==> config.mk <==
export PLATFORM = sky130hd
export DESIGN_NAME = umf_flow
export DESIGN_NICKNAME = d
export VERILOG_FILES = /design/src/hw/umf_pkg.sv /design/src/hw/umf_sync.sv /design/src/hw/umf_flow.sv
export VERILOG_INCLUDE_DIRS = /design/src /design/src/hw
export SDC_FILE = /design/constraint.sdc
export NUM_CORES = 1
export LEC_CHECK = 0
export ABC_AREA = 1
export BUFFER_PORTS_ARGS = -buffer_cell sky130_fd_sc_hd__buf_4
export CAP_MARGIN = 20
export CORE_MARGIN = 1.5
export CORE_UTILIZATION = 50
export DETAILED_ROUTE_END_ITERATION = 16
export GPL_ROUTABILITY_DRIVEN = 0
export PLACE_DENSITY = 0.77
export SYNTH_ARGS = -nofsm -noshare
export SYNTH_HDL_FRONTEND = slang
export SYNTH_SLANG_ARGS = --single-unit
==> constraint.sdc <==
create_clock -name pclk -period 3.8 [get_ports pclk]
set_input_delay 0.57 -clock pclk [delete_from_list [all_inputs] [get_ports pclk]]
set_output_delay 0.57 -clock pclk [all_outputs]
set_load 0.02 [all_outputs]
==> src/hw/umf_defines.svh <==
// Constants for the modem status and flow control block
`ifndef UMF_DEFINES_SVH
`define UMF_DEFINES_SVH

// ==========================================================================
// Register byte offsets
`define UMF_OFS_HLS 8'h00
`define UMF_OFS_SCR 8'h04
`define UMF_OFS_EFC 8'h08
`define UMF_OFS_MCO 8'h0C
`define UMF_OFS_CHR 8'h10
`define UMF_OFS_TRG 8'h14
`define UMF_OFS_IST 8'h18
`define UMF_OFS_IMK 8'h1C

// ==========================================================================
// Reset values
`define UMF_RST_SCR 8'hFF
`define UMF_RST_BYTE 8'h00
`define UMF_RST_WORD 32'h0000_0000
`define UMF_RST_LINES 4'hF

// ==========================================================================
// Field positions
`define UMF_EFC_ACTS 7
`define UMF_EFC_ARTS 6
`define UMF_EFC_TXF 3:2
`define UMF_EFC_RXF 1:0
`define UMF_MCO_DTR 0
`define UMF_MCO_RTS 1
`define UMF_MCO_OP1 2
`define UMF_MCO_OP2 3
`define UMF_MCO_LOOP 4
`define UMF_LN_CTS 0
`define UMF_LN_DSR 1
`define UMF_LN_RI 2
`define UMF_LN_CD 3
`define UMF_IST_MODEM 0
`define UMF_IST_RXTRIG 1
`define UMF_IST_PAUSED 2
`define UMF_CHR_RES1 7:0
`define UMF_CHR_RES2 15:8
`define UMF_CHR_PAU1 23:16
`define UMF_CHR_PAU2 31:24

// ==========================================================================
// Flow character modes, receive FIFO levels and change detection warm-up count
`define UMF_FLOW_OFF 2'h0
`define UMF_FLOW_SECOND 2'h1
`define UMF_FLOW_FIRST 2'h2
`define UMF_FLOW_BOTH 2'h3
`define UMF_LVL_0 6'h01
`define UMF_LVL_1 6'h08
`define UMF_LVL_2 6'h10
`define UMF_LVL_3 6'h18
`define UMF_LVL_4 6'h1C
`define UMF_LVL_5 6'h20
`define UMF_WARM 2'h2

`endif

==> src/hw/umf_pkg.sv <==
// Types for the modem status and flow control block
package umf_pkg;

  typedef enum logic [1:0] {
    SEQ_IDLE,
    SEQ_ONE,
    SEQ_TWO
  } umf_seq_t;

  typedef struct packed {
    logic [3:0] s1;
    logic [3:0] s2;
  } umf_sync_st_t;

  typedef struct packed {
    logic [31:0] prdata;
    logic pready;
    logic pslverr;
    logic [7:0] scratch;
    logic [7:0] efc;
    logic [7:0] mco;
    logic [31:0] chars;
    logic [1:0] trig_sel;
    logic [3:0] chg;
    logic [3:0] prev;
    logic [1:0] warm;
    logic [2:0] ist;
    logic [2:0] imk;
    logic irq;
    logic msi;
    logic above;
    logic rts_hold;
    logic tx_en;
    logic rem_paused;
    logic half_pause;
    logic half_resume;
    umf_seq_t seq;
    logic seq_pause;
    logic pause_sent;
    logic fc_valid;
    logic [7:0] fc;
    logic rts_n;
    logic dtr_n;
    logic op1_n;
    logic op2_n;
  } umf_state_t;

endpackage : umf_pkg

==> src/hw/umf_sync.sv <==
// Two-stage synchroniser for the four handshake input pins
`timescale 1ns/1ns
`default_nettype none
`include "umf_defines.svh"

module umf_sync (
  // Clock and reset
  input wire logic pclk,
  input wire logic presetn,
  // Pins in, synchronised out
  input wire logic [3:0] din,
  output logic [3:0] dout
);

  umf_pkg::umf_sync_st_t st_r;
  umf_pkg::umf_sync_st_t st_nxt;

  always_comb begin
    st_nxt.s1 = din;
    st_nxt.s2 = st_r.s1;
  end

  always_ff @(posedge pclk or negedge presetn) begin
    if (!presetn) begin
      st_r.s1 <= `UMF_RST_LINES;
      st_r.s2 <= `UMF_RST_LINES;
    end else begin
      st_r <= st_nxt;
    end
  end

  assign dout = st_r.s2;

endmodule : umf_sync

`default_nettype wire

==> src/hw/umf_flow.sv <==
// Modem status change detection, hardware and software flow control, APB registers
//
// Chosen here: the APB register port and the placing of the registers.
`timescale 1ns/1ns
`default_nettype none
`include "umf_defines.svh"

module umf_flow (
  // Clock and reset
  input wire logic pclk,
  input wire logic presetn,
  // APB slave
  input wire logic psel,
  input wire logic penable,
  input wire logic pwrite,
  input wire logic [7:0] paddr,
  input wire logic [31:0] pwdata,
  output logic [31:0] prdata,
  output logic pready,
  output logic pslverr,
  // Handshake pins
  input wire logic cts_n,
  input wire logic dsr_n,
  input wire logic ri_n,
  input wire logic cd_n,
  output logic rts_n,
  output logic dtr_n,
  output logic op1_n,
  output logic op2_n,
  // Transmitter side
  input wire logic tx_idle,
  output logic tx_enable,
  output logic flow_char_valid,
  output logic [7:0] flow_char,
  input wire logic flow_char_ready,
  // Receiver side
  input wire logic [5:0] rx_level,
  input wire logic rx_char_valid,
  input wire logic [7:0] rx_char,
  input wire logic hw_flow_en,
  // Interrupts
  output logic irq,
  output logic modem_irq
);

  umf_pkg::umf_state_t st_r;
  umf_pkg::umf_state_t st_nxt;
  logic [3:0] pins_sync;

  // ==========================================================================
  // Pin synchroniser
  umf_sync u_sync (
    .pclk(pclk),
    .presetn(presetn),
    .din({cd_n, ri_n, dsr_n, cts_n}),
    .dout(pins_sync)
  );

  // Receive FIFO level ladder, index 0 is the floor below the lowest trigger
  function automatic logic [5:0] lvl(input logic [2:0] idx);
    case (idx)
      3'h0: lvl = `UMF_LVL_0;
      3'h1: lvl = `UMF_LVL_1;
      3'h2: lvl = `UMF_LVL_2;
      3'h3: lvl = `UMF_LVL_3;
      3'h4: lvl = `UMF_LVL_4;
      default: lvl = `UMF_LVL_5;
    endcase
  endfunction : lvl

  // ==========================================================================
  // Next-state logic
  always_comb begin
    logic setup;
    logic access;
    logic wr;
    logic rd_hls;
    logic loop;
    logic [3:0] cur;
    logic [3:0] chg_set;
    logic [2:0] ev;
    logic [2:0] w1c;
    logic [5:0] lvl_low;
    logic [5:0] lvl_trig;
    logic [5:0] lvl_next;
    logic [1:0] txm;
    logic [1:0] rxm;
    logic cts_stop;
    logic hit_p1;
    logic hit_p2;
    logic hit_r1;
    logic hit_r2;
    logic [31:0] rdata;
    logic mapped;
    setup = psel & ~penable;
    access = psel & penable & st_r.pready;
    wr = access & pwrite;
    rd_hls = access & ~pwrite & (paddr == `UMF_OFS_HLS);
    loop = st_r.mco[`UMF_MCO_LOOP];
    chg_set = 4'h0;
    ev = 3'h0;
    w1c = 3'h0;
    cur = 4'h0;
    mapped = 1'b1;
    rdata = `UMF_RST_WORD;
    lvl_low = 6'h00;
    lvl_trig = 6'h00;
    lvl_next = 6'h00;
    txm = 2'h0;
    rxm = 2'h0;
    cts_stop = 1'b0;
    hit_p1 = 1'b0;
    hit_p2 = 1'b0;
    hit_r1 = 1'b0;
    hit_r2 = 1'b0;
    st_nxt = st_r;

    // Line levels in asserted sense; loop-back takes the control outputs
    if (loop) begin
      cur[`UMF_LN_CTS] = st_r.mco[`UMF_MCO_RTS];
      cur[`UMF_LN_DSR] = st_r.mco[`UMF_MCO_DTR];
      cur[`UMF_LN_RI] = st_r.mco[`UMF_MCO_OP1];
      cur[`UMF_LN_CD] = st_r.mco[`UMF_MCO_OP2];
    end else begin
      cur = ~pins_sync;
    end

    // ========================================================================
    // APB read mux, sampled in the setup cycle
    case (paddr)
      `UMF_OFS_HLS: rdata[7:0] = {cur, st_r.chg};
      `UMF_OFS_SCR: rdata[7:0] = st_r.scratch;
      `UMF_OFS_EFC: rdata[7:0] = st_r.efc;
      `UMF_OFS_MCO: rdata[7:0] = st_r.mco;
      `UMF_OFS_CHR: rdata = st_r.chars;
      `UMF_OFS_TRG: rdata[1:0] = st_r.trig_sel;
      `UMF_OFS_IST: rdata[2:0] = st_r.ist;
      `UMF_OFS_IMK: rdata[2:0] = st_r.imk;
      default: mapped = 1'b0;
    endcase
    st_nxt.pready = setup;
    if (setup) begin
      st_nxt.prdata = pwrite ? `UMF_RST_WORD : rdata;
      st_nxt.pslverr = ~mapped;
    end

    // ========================================================================
    // Register writes
    if (wr) begin
      case (paddr)
        `UMF_OFS_SCR: st_nxt.scratch = pwdata[7:0];
        `UMF_OFS_EFC: st_nxt.efc = pwdata[7:0];
        `UMF_OFS_MCO: st_nxt.mco = pwdata[7:0];
        `UMF_OFS_CHR: st_nxt.chars = pwdata;
        `UMF_OFS_TRG: st_nxt.trig_sel = pwdata[1:0];
        `UMF_OFS_IST: w1c = pwdata[2:0];
        `UMF_OFS_IMK: st_nxt.imk = pwdata[2:0];
        default: st_nxt.scratch = st_r.scratch;
      endcase
    end
    if (!hw_flow_en) begin
      st_nxt.efc[`UMF_EFC_ARTS] = 1'b0;
    end

    // ========================================================================
    // Change detection; flags set in the read's own cycle survive the clear
    if (st_r.warm != `UMF_WARM) begin
      st_nxt.warm = st_r.warm + 2'h1;
    end else begin
      chg_set[`UMF_LN_CTS] = cur[`UMF_LN_CTS] ^ st_r.prev[`UMF_LN_CTS];
      chg_set[`UMF_LN_DSR] = cur[`UMF_LN_DSR] ^ st_r.prev[`UMF_LN_DSR];
      chg_set[`UMF_LN_RI] = st_r.prev[`UMF_LN_RI] & ~cur[`UMF_LN_RI];
      chg_set[`UMF_LN_CD] = cur[`UMF_LN_CD] ^ st_r.prev[`UMF_LN_CD];
    end
    st_nxt.prev = cur;
    if (rd_hls) begin
      st_nxt.chg = st_r.chg & ~st_r.prdata[3:0];
    end
    st_nxt.chg = st_nxt.chg | chg_set;
    ev[`UMF_IST_MODEM] = |(chg_set & ~st_r.chg);

    // ========================================================================
    // Automatic RTS against receive FIFO trigger levels
    lvl_low = lvl({1'b0, st_r.trig_sel});
    lvl_trig = lvl({1'b0, st_r.trig_sel} + 3'h1);
    lvl_next = lvl({1'b0, st_r.trig_sel} + 3'h2);
    st_nxt.above = rx_level >= lvl_trig;
    ev[`UMF_IST_RXTRIG] = st_r.efc[`UMF_EFC_ARTS] & st_nxt.above & ~st_r.above;
    if (rx_level >= lvl_next) begin
      st_nxt.rts_hold = 1'b1;
    end else if (rx_level < lvl_low) begin
      st_nxt.rts_hold = 1'b0;
    end

    // ========================================================================
    // Outgoing pause and resume character sequences
    txm = st_r.efc[`UMF_EFC_TXF];
    case (st_r.seq)
      umf_pkg::SEQ_IDLE: begin
        if (txm != `UMF_FLOW_OFF) begin
          if (!st_r.pause_sent && rx_level >= lvl_next) begin
            st_nxt.seq = umf_pkg::SEQ_ONE;
            st_nxt.seq_pause = 1'b1;
            st_nxt.fc_valid = 1'b1;
            st_nxt.fc = (txm == `UMF_FLOW_SECOND) ? st_r.chars[`UMF_CHR_PAU2] : st_r.chars[`UMF_CHR_PAU1];
          end else if (st_r.pause_sent && rx_level < lvl_low) begin
            st_nxt.seq = umf_pkg::SEQ_ONE;
            st_nxt.seq_pause = 1'b0;
            st_nxt.fc_valid = 1'b1;
            st_nxt.fc = (txm == `UMF_FLOW_SECOND) ? st_r.chars[`UMF_CHR_RES2] : st_r.chars[`UMF_CHR_RES1];
          end
        end else begin
          st_nxt.pause_sent = 1'b0;
        end
      end
      umf_pkg::SEQ_ONE: begin
        if (flow_char_ready) begin
          if (txm == `UMF_FLOW_BOTH) begin
            st_nxt.seq = umf_pkg::SEQ_TWO;
            st_nxt.fc = st_r.seq_pause ? st_r.chars[`UMF_CHR_PAU2] : st_r.chars[`UMF_CHR_RES2];
          end else begin
            st_nxt.seq = umf_pkg::SEQ_IDLE;
            st_nxt.fc_valid = 1'b0;
            st_nxt.pause_sent = st_r.seq_pause;
          end
        end
      end
      umf_pkg::SEQ_TWO: begin
        if (flow_char_ready) begin
          st_nxt.seq = umf_pkg::SEQ_IDLE;
          st_nxt.fc_valid = 1'b0;
          st_nxt.pause_sent = st_r.seq_pause;
        end
      end
      default: begin
        st_nxt.seq = umf_pkg::SEQ_IDLE;
        st_nxt.fc_valid = 1'b0;
      end
    endcase

    // ========================================================================
    // Incoming pause and resume character matching
    rxm = st_r.efc[`UMF_EFC_RXF];
    hit_p1 = rx_char == st_r.chars[`UMF_CHR_PAU1];
    hit_p2 = rx_char == st_r.chars[`UMF_CHR_PAU2];
    hit_r1 = rx_char == st_r.chars[`UMF_CHR_RES1];
    hit_r2 = rx_char == st_r.chars[`UMF_CHR_RES2];
    if (rxm == `UMF_FLOW_OFF) begin
      st_nxt.rem_paused = 1'b0;
      st_nxt.half_pause = 1'b0;
      st_nxt.half_resume = 1'b0;
    end else if (rx_char_valid) begin
      if (rxm == `UMF_FLOW_BOTH) begin
        st_nxt.half_pause = hit_p1;
        st_nxt.half_resume = hit_r1;
        if (st_r.half_pause && hit_p2) begin
          st_nxt.rem_paused = 1'b1;
        end else if (st_r.half_resume && hit_r2) begin
          st_nxt.rem_paused = 1'b0;
        end
      end else if (rxm == `UMF_FLOW_FIRST) begin
        if (hit_p1) begin
          st_nxt.rem_paused = 1'b1;
        end else if (hit_r1) begin
          st_nxt.rem_paused = 1'b0;
        end
      end else begin
        if (hit_p2) begin
          st_nxt.rem_paused = 1'b1;
        end else if (hit_r2) begin
          st_nxt.rem_paused = 1'b0;
        end
      end
    end
    ev[`UMF_IST_PAUSED] = st_nxt.rem_paused & ~st_r.rem_paused;

    // ========================================================================
    // Transmit gate, only re-evaluated between characters
    cts_stop = st_r.efc[`UMF_EFC_ACTS] & ~cur[`UMF_LN_CTS];
    if (tx_idle) begin
      st_nxt.tx_en = ~cts_stop & ~st_r.rem_paused;
    end

    // ========================================================================
    // Handshake outputs, held inactive in loop-back
    if (loop) begin
      st_nxt.rts_n = 1'b1;
      st_nxt.dtr_n = 1'b1;
      st_nxt.op1_n = 1'b1;
      st_nxt.op2_n = 1'b1;
    end else begin
      if (st_nxt.efc[`UMF_EFC_ARTS]) begin
        st_nxt.rts_n = ~st_nxt.mco[`UMF_MCO_RTS] | st_nxt.rts_hold;
      end else begin
        st_nxt.rts_n = ~st_nxt.mco[`UMF_MCO_RTS];
      end
      st_nxt.dtr_n = ~st_nxt.mco[`UMF_MCO_DTR];
      st_nxt.op1_n = ~st_nxt.mco[`UMF_MCO_OP1];
      st_nxt.op2_n = ~st_nxt.mco[`UMF_MCO_OP2];
    end

    // ========================================================================
    // Interrupts: sticky status, write one to clear, set wins
    st_nxt.ist = (st_r.ist & ~w1c) | ev;
    st_nxt.irq = |(st_nxt.ist & st_nxt.imk);
    st_nxt.msi = |st_nxt.chg;
  end

  always_ff @(posedge pclk or negedge presetn) begin
    if (!presetn) begin
      st_r <= '0;
      st_r.scratch <= `UMF_RST_SCR;
      st_r.efc <= `UMF_RST_BYTE;
      st_r.tx_en <= 1'b1;
      st_r.seq <= umf_pkg::SEQ_IDLE;
      st_r.rts_n <= 1'b1;
      st_r.dtr_n <= 1'b1;
      st_r.op1_n <= 1'b1;
      st_r.op2_n <= 1'b1;
    end else begin
      st_r <= st_nxt;
    end
  end

  // ==========================================================================
  // Outputs
  assign prdata = st_r.prdata;
  assign pready = st_r.pready;
  assign pslverr = st_r.pslverr;
  assign rts_n = st_r.rts_n;
  assign dtr_n = st_r.dtr_n;
  assign op1_n = st_r.op1_n;
  assign op2_n = st_r.op2_n;
  assign tx_enable = st_r.tx_en;
  assign flow_char_valid = st_r.fc_valid;
  assign flow_char = st_r.fc;
  assign irq = st_r.irq;
  assign modem_irq = st_r.msi;

endmodule : umf_flow

`default_nettype wire

# --- Yosys cells after proc, flatten, opt, wreduce, memory -nomap -nowiden ---
# Index checks and enable logic that the tools add are counted.
op_classes:
  n_addsub: 3
  magnitude_cmp: 3
  n_eq_ne: 36
  mux: 58
  n_bitwise: 38
  n_reduce_logical: 32
op_table:
  columns: ["operator", "count"]
  rows:
  - ["2-to-1 mux 32 bit", 2]
  - ["case mux 6 bit (5 select lines)", 2]
  - ["2-to-1 mux 49 bit", 1]
  - ["2-to-1 mux 8 bit", 5]
  - ["equality test 8 x 5 -> 1 bit (second input constant)", 4]
  - ["equality test 8 bit", 4]
  - ["2-to-1 mux 3 bit", 9]
  - ["2-to-1 mux 9 bit", 3]
  - ["case mux 5 bit (5 select lines)", 1]
  - ["2-to-1 mux 24 bit", 1]
  - ["case mux 6 bit (4 select lines)", 1]
  - ["equality test 8 x 4 -> 1 bit (second input constant)", 2]
  - ["2-to-1 mux 4 bit", 4]
  - ["case mux 2 bit (8 select lines)", 1]
  - ["case mux 8 bit (2 select lines)", 1]
  - ["AND reduction 5 bit", 3]
  - ["2-to-1 mux 1 bit", 14]
  - ["2-to-1 mux 2 bit", 7]
  - ["!= test 2 bit (second input constant)", 7]
  - ["bitwise AND 1 bit", 12]
  - ["equality test 2 bit (second input constant)", 6]
  - ["equality test 3 x 2 -> 1 bit (second input constant)", 4]
  - [">= comparator 6 bit", 2]
  - ["NOT 1 bit", 12]
  - ["other kinds (35)", 62]
word_totals:
  regBits: 141
  in_bits: 67
  word_cells: 204

# --- Depth between registers and ports, before layout ---
depth:
  word_depth: 11
  depth_mapped: 16

# --- Modules after synthesis ---
# From an unflattened synthesis, not the netlist that was laid out.
unflattened:
  hier_cells: 959
  hier_area_um2: 7749.9
modules_own_cells:
  columns: ["module", "instances", "cells_each", "area_per_inst_um2"]
  rows:
  - ["umf_flow", 1, 951, 7539.7]
  - ["umf_sync", 1, 8, 210.2]

# --- Worst setup path before layout ---
# Ideal clock, no wire load.
synth_timing:
  kind: "flip-flop to flip-flop"
  start: "register st_r[42] (netlist name)"
  end: "register st_r[16] (netlist name)"
  setup_ps: 127
  arrival_ps: 2078
  required_ps: 3673
  setup_slack_ps: 1595
  stages_incl_launch_ff: 16
  synth_period_minus_slack_ps: 2205
  path_cell_list: "dfrtp_1 > inv_1 > ha_1 > inv_1 > ha_1 > a21oi_1 > o21a_1 > nand3_1 > nand2_2 > nand2_1 > nand2_1 > nand2_1 > inv_2 > nor2_1 > nand2_1 > o21ai_0"
synth_between:
  elab_chain_cells: 8
  word_cells_on_any_way: 21
synth_lines:
  columns: ["item", "line", "source"]
  rows:
  - ["start: declaration", "umf_flow.sv:46", "umf_pkg::umf_state_t st_r;"]
  - ["start signal: assignment", "umf_flow.sv:321", "st_r <= st_nxt;"]
  - ["adder 2 x 2 -> 3 bit", "umf_flow.sv:186", "lvl_next = lvl({1'b0, st_r.trig_sel} + 3'h2);"]
  - ["equality test 3 bit, or another cell as far along", "umf_flow.sv:61", "case (idx)"]
  - ["case mux 6 bit (5 select lines)", "umf_flow.sv:61", null]
  - [">= comparator 6 bit", "umf_flow.sv:201", "if (!st_r.pause_sent && rx_level >= lvl_next) begin"]
  - ["logical AND 1 bit", "umf_flow.sv:201", null]
  - ["2-to-1 mux 3 bit", "umf_flow.sv:201", null]
  - ["2-to-1 mux 3 bit", "umf_flow.sv:200", "if (txm != `UMF_FLOW_OFF) begin"]
  - ["case mux 2 bit (3 select lines)", "umf_flow.sv:198", "case (st_r.seq)"]
# Several ways; a longest one is shown, not always the timed one. The select of a mux whose other input is x is not followed.
# A chain may end at the register's enable or synchronous reset.

# --- Worst setup path in the final report ---
layout_timing:
  start: "register st_r[42] (netlist name)"
  end: "register st_r[15] (netlist name)"
# Same word-level chain as after synthesis.

==> flow_summary.json <==
{
  "ctsResizeCount": 0,
  "yosys_most_used_dff": "dfrtp_1",
  "dp_hpwl_um": 14500,
  "layout_commonest_cell": "nand2_1",
  "slew_headroom_pct": 27.4,
  "ff2ff_path_depth": 14,
  "start_kind": "flop",
  "synth.largest_area_cell": "dfrtp_1",
  "io_pins": 117,
  "fin_skew_ns": 0.00770,
  "routedWlPerCell_um": 16.2,
  "cts_hold_buf": 0,
  "drc_errors": 0,
  "synth_warnings": 0,
  "fin_hold_ws_ns": 0.201,
  "slowest_stage": "dfrtp_1",
  "syn-cell-area_mm2": 0.00773,
  "gr-total-overflow": 0,
  "vdd_ir_drop_max_uv": 311,
  "num_vias": 6693,
  "cp.required_ns": 4.14,
  "clk_latency_ns": 0.43,
  "fin_nets": 1125,
  "core_region_area_mm2": 0.0151,
  "area_growth_pct": 18.0,
  "period_minus_slack_ns": 2.66,
  "num_antenna_cells": 0,
  "yosysUniqueCellTypes": 47,
  "io_buffers": 116,
  "grt_max_degree": 87,
  "cts-root-buf": "clkbuf_16",
  "layout_common_cells": "289 x nand2_1, 120 x dfrtp_1, 118 x buf_4",
  "place_area_mm2": 0.00844,
  "numCtsBuffers": 17,
  "routed_wl_um": 19900,
  "tightest_slew_ns": 1.09,
  "power_density_mw_per_mm2": 470,
  "initial_core_util_pct": 51.0,
  "r2r_start": "st_r[42]",
  "hold_viol": 0,
  "r2r-end": "st_r[15]",
  "crit_top_cell": "nand2_1",
  "clk_pin_slew_ns": 0.06,
  "p_leak_nw": 4.49,
  "final_core_util_pct": 60.2,
  "grt_first_pass_wirelength_um": 31900,
  "syn_inst": 957,
  "cts_htree_levels": 4,
  "worstHoldPathType": "input pin to async pin",
  "rows": 45,
  "post_synth_main_area_contributors": "dfrtp_1 39%, nand2_1 14%, dfstp_2 7.1%",
  "drive_gt1_share_pct": 20.9,
  "min_period_over_period_pct": 69.9,
  "fmax_ghz": 0.376,
  "synth_edf_count": 0,
  "final_area_mm2": 0.00912,
  "grt_pass1_vias": 6337,
  "antenna_found_initial": 0,
  "routed_via_density": 5.44,
  "die_h_um": 127,
  "avgSynthCellArea_um2": 8.08,
  "tns_ns": 0,
  "drv_slew": 0,
  "total_power_mw": 4.29,
  "clk_path_buf_depth": 2,
  "cp_max_fo": 10,
  "reg2reg_slack_ns": 1.14,
  "worst_ep_arrival_time_ns": 3.00,
  "cp_cell_sequence": "inv_1 > ha_1 > inv_1 > ha_1 > a21oi_1 > o21a_1 > nand3_1 > nand2_2 > nand2_1 > nand2_1 > nand2_1 > inv_2 > nor2_1 > o21ai_0",
  "post-cts-setup-buffer-count": 0,
  "ant_nets": 0,
  "cts_tree": "built",
  "cp-end-kind": "flop",
  "dr.pass1.iters": 6,
  "cts_sinks": 141,
  "cap_violations": 0,
  "async_flop_share_pct": 100,
  "setup_viol": 0,
  "die_area_mm2": 0.0162,
  "grt_setup_unrepaired": "no",
  "yosysTopAreaCellShare_pct": 38.9,
  "run_status": "complete, no violations",
  "synth-seq-cells": 141,
  "ys_seq_area_share_pct": 46.0,
  "synth_nets": 1052,
  "grtUsageTotal_pct": 25.5,
  "crit_path_max_incr_delay_ns": 0.50,
  "drtIter0Drc": 767,
  "crit_type": "flop to flop",
  "die-width_um": 127
}
cells in the mapped netlist (5+ instances only):
library cell / count
o21ai_2: 5
clkbuf_1: 10
nand2_1: 289
nand2_2: 6
buf_2: 12
ha_1: 28
nand3_1: 37
inv_2: 15
dfstp_2: 21
dfrtp_1: 120
buf_4: 41
o21ai_1: 45
xnor2_1: 7
nor2_1: 65
o211ai_1: 17
o21ai_0: 37
nand4_1: 7
o31ai_1: 26
a21oi_1: 33
inv_1: 87
power breakdown:
group / leakage (nW) / internal, mW / total (mW) / switching [mW]
clock: 0.318 / 1.17 / 1.81 / 0.641
combinational: 2.53 / 0.290 / 0.804 / 0.514
sequential: 1.65 / 1.60 / 1.67 / 0.0735
per-layer routing:
metal	vias to the layer above	track usage [%]	share of wire (%)	wire length, µm
met5	-	0	0	0
met2	266	43.1	49	9780
li1	3221	-	-	-
met1	3145	31.1	41	8150
met4	0	12.0	3.6	727
met3	61	5.44	6.4	1270
stage by stage:
stage	setup slack, ns	instances
final	1.14	1231
after global routing	0.887	1231
after CTS	1.15	1230
after detailed placement	0.981	1198
after global placement	1.11	1198
after floorplan	1.60	957
cell families (layout without fill, tap and decap cells):
group                    count (synthesis)  count (layout)  share of synthesized area [%]
AO/OA/AOI/OAI                          186             186                           14.5
AND/OR/NAND/NOR                        424             424                           23.5
adder cells (fa/ha/maj)                 28              28                           4.53
flip-flops                             141             141                           46.0
buffers and inverters                  170             256                           10.6
XOR/XNOR                                 8               8                          0.907
area by class of cell:
class	instances	area, µm²
clock buffer	25	571
clock inverter	7	92.6
fill	1296	6030
inverter	104	393
multi-input combinational	646	3360
sequential	141	3550
tap	188	235
timing repair buffer	120	917
flip-flops by register name, summed over array words and instances (netlist names), 4 cells and up:
name	flops
u_sync.st_nxt	4
flow_char	8
prdata	32
st_r	83
u_sync.dout	4
critical path, delay by kind of cell (launching register included):
kind / cells / cell delay, ns
fa+ha+maj: 2 / 0.58
buf+inv: 3 / 0.35
simple gates: 6 / 0.67
compound gates: 3 / 0.47
flops: 1 / 0.50
worst max-delay path by stage:
stage	from	cells after the start	end	slack (ns)
3_5_place_dp	paddr[5]	9	st_r[56]	0.98
5_1_grt	st_r[42]	15	st_r[15]	0.89
6_report	st_r[42]	14	st_r[15]	1.14
4_1_cts	st_r[42]	15	st_r[15]	1.15
3_3_place_gp	paddr[5]	9	st_r[62]	1.11
2_1_floorplan	st_r[42]	15	st_r[16]	1.60
Note: power is estimated with default switching activity, not from simulation.
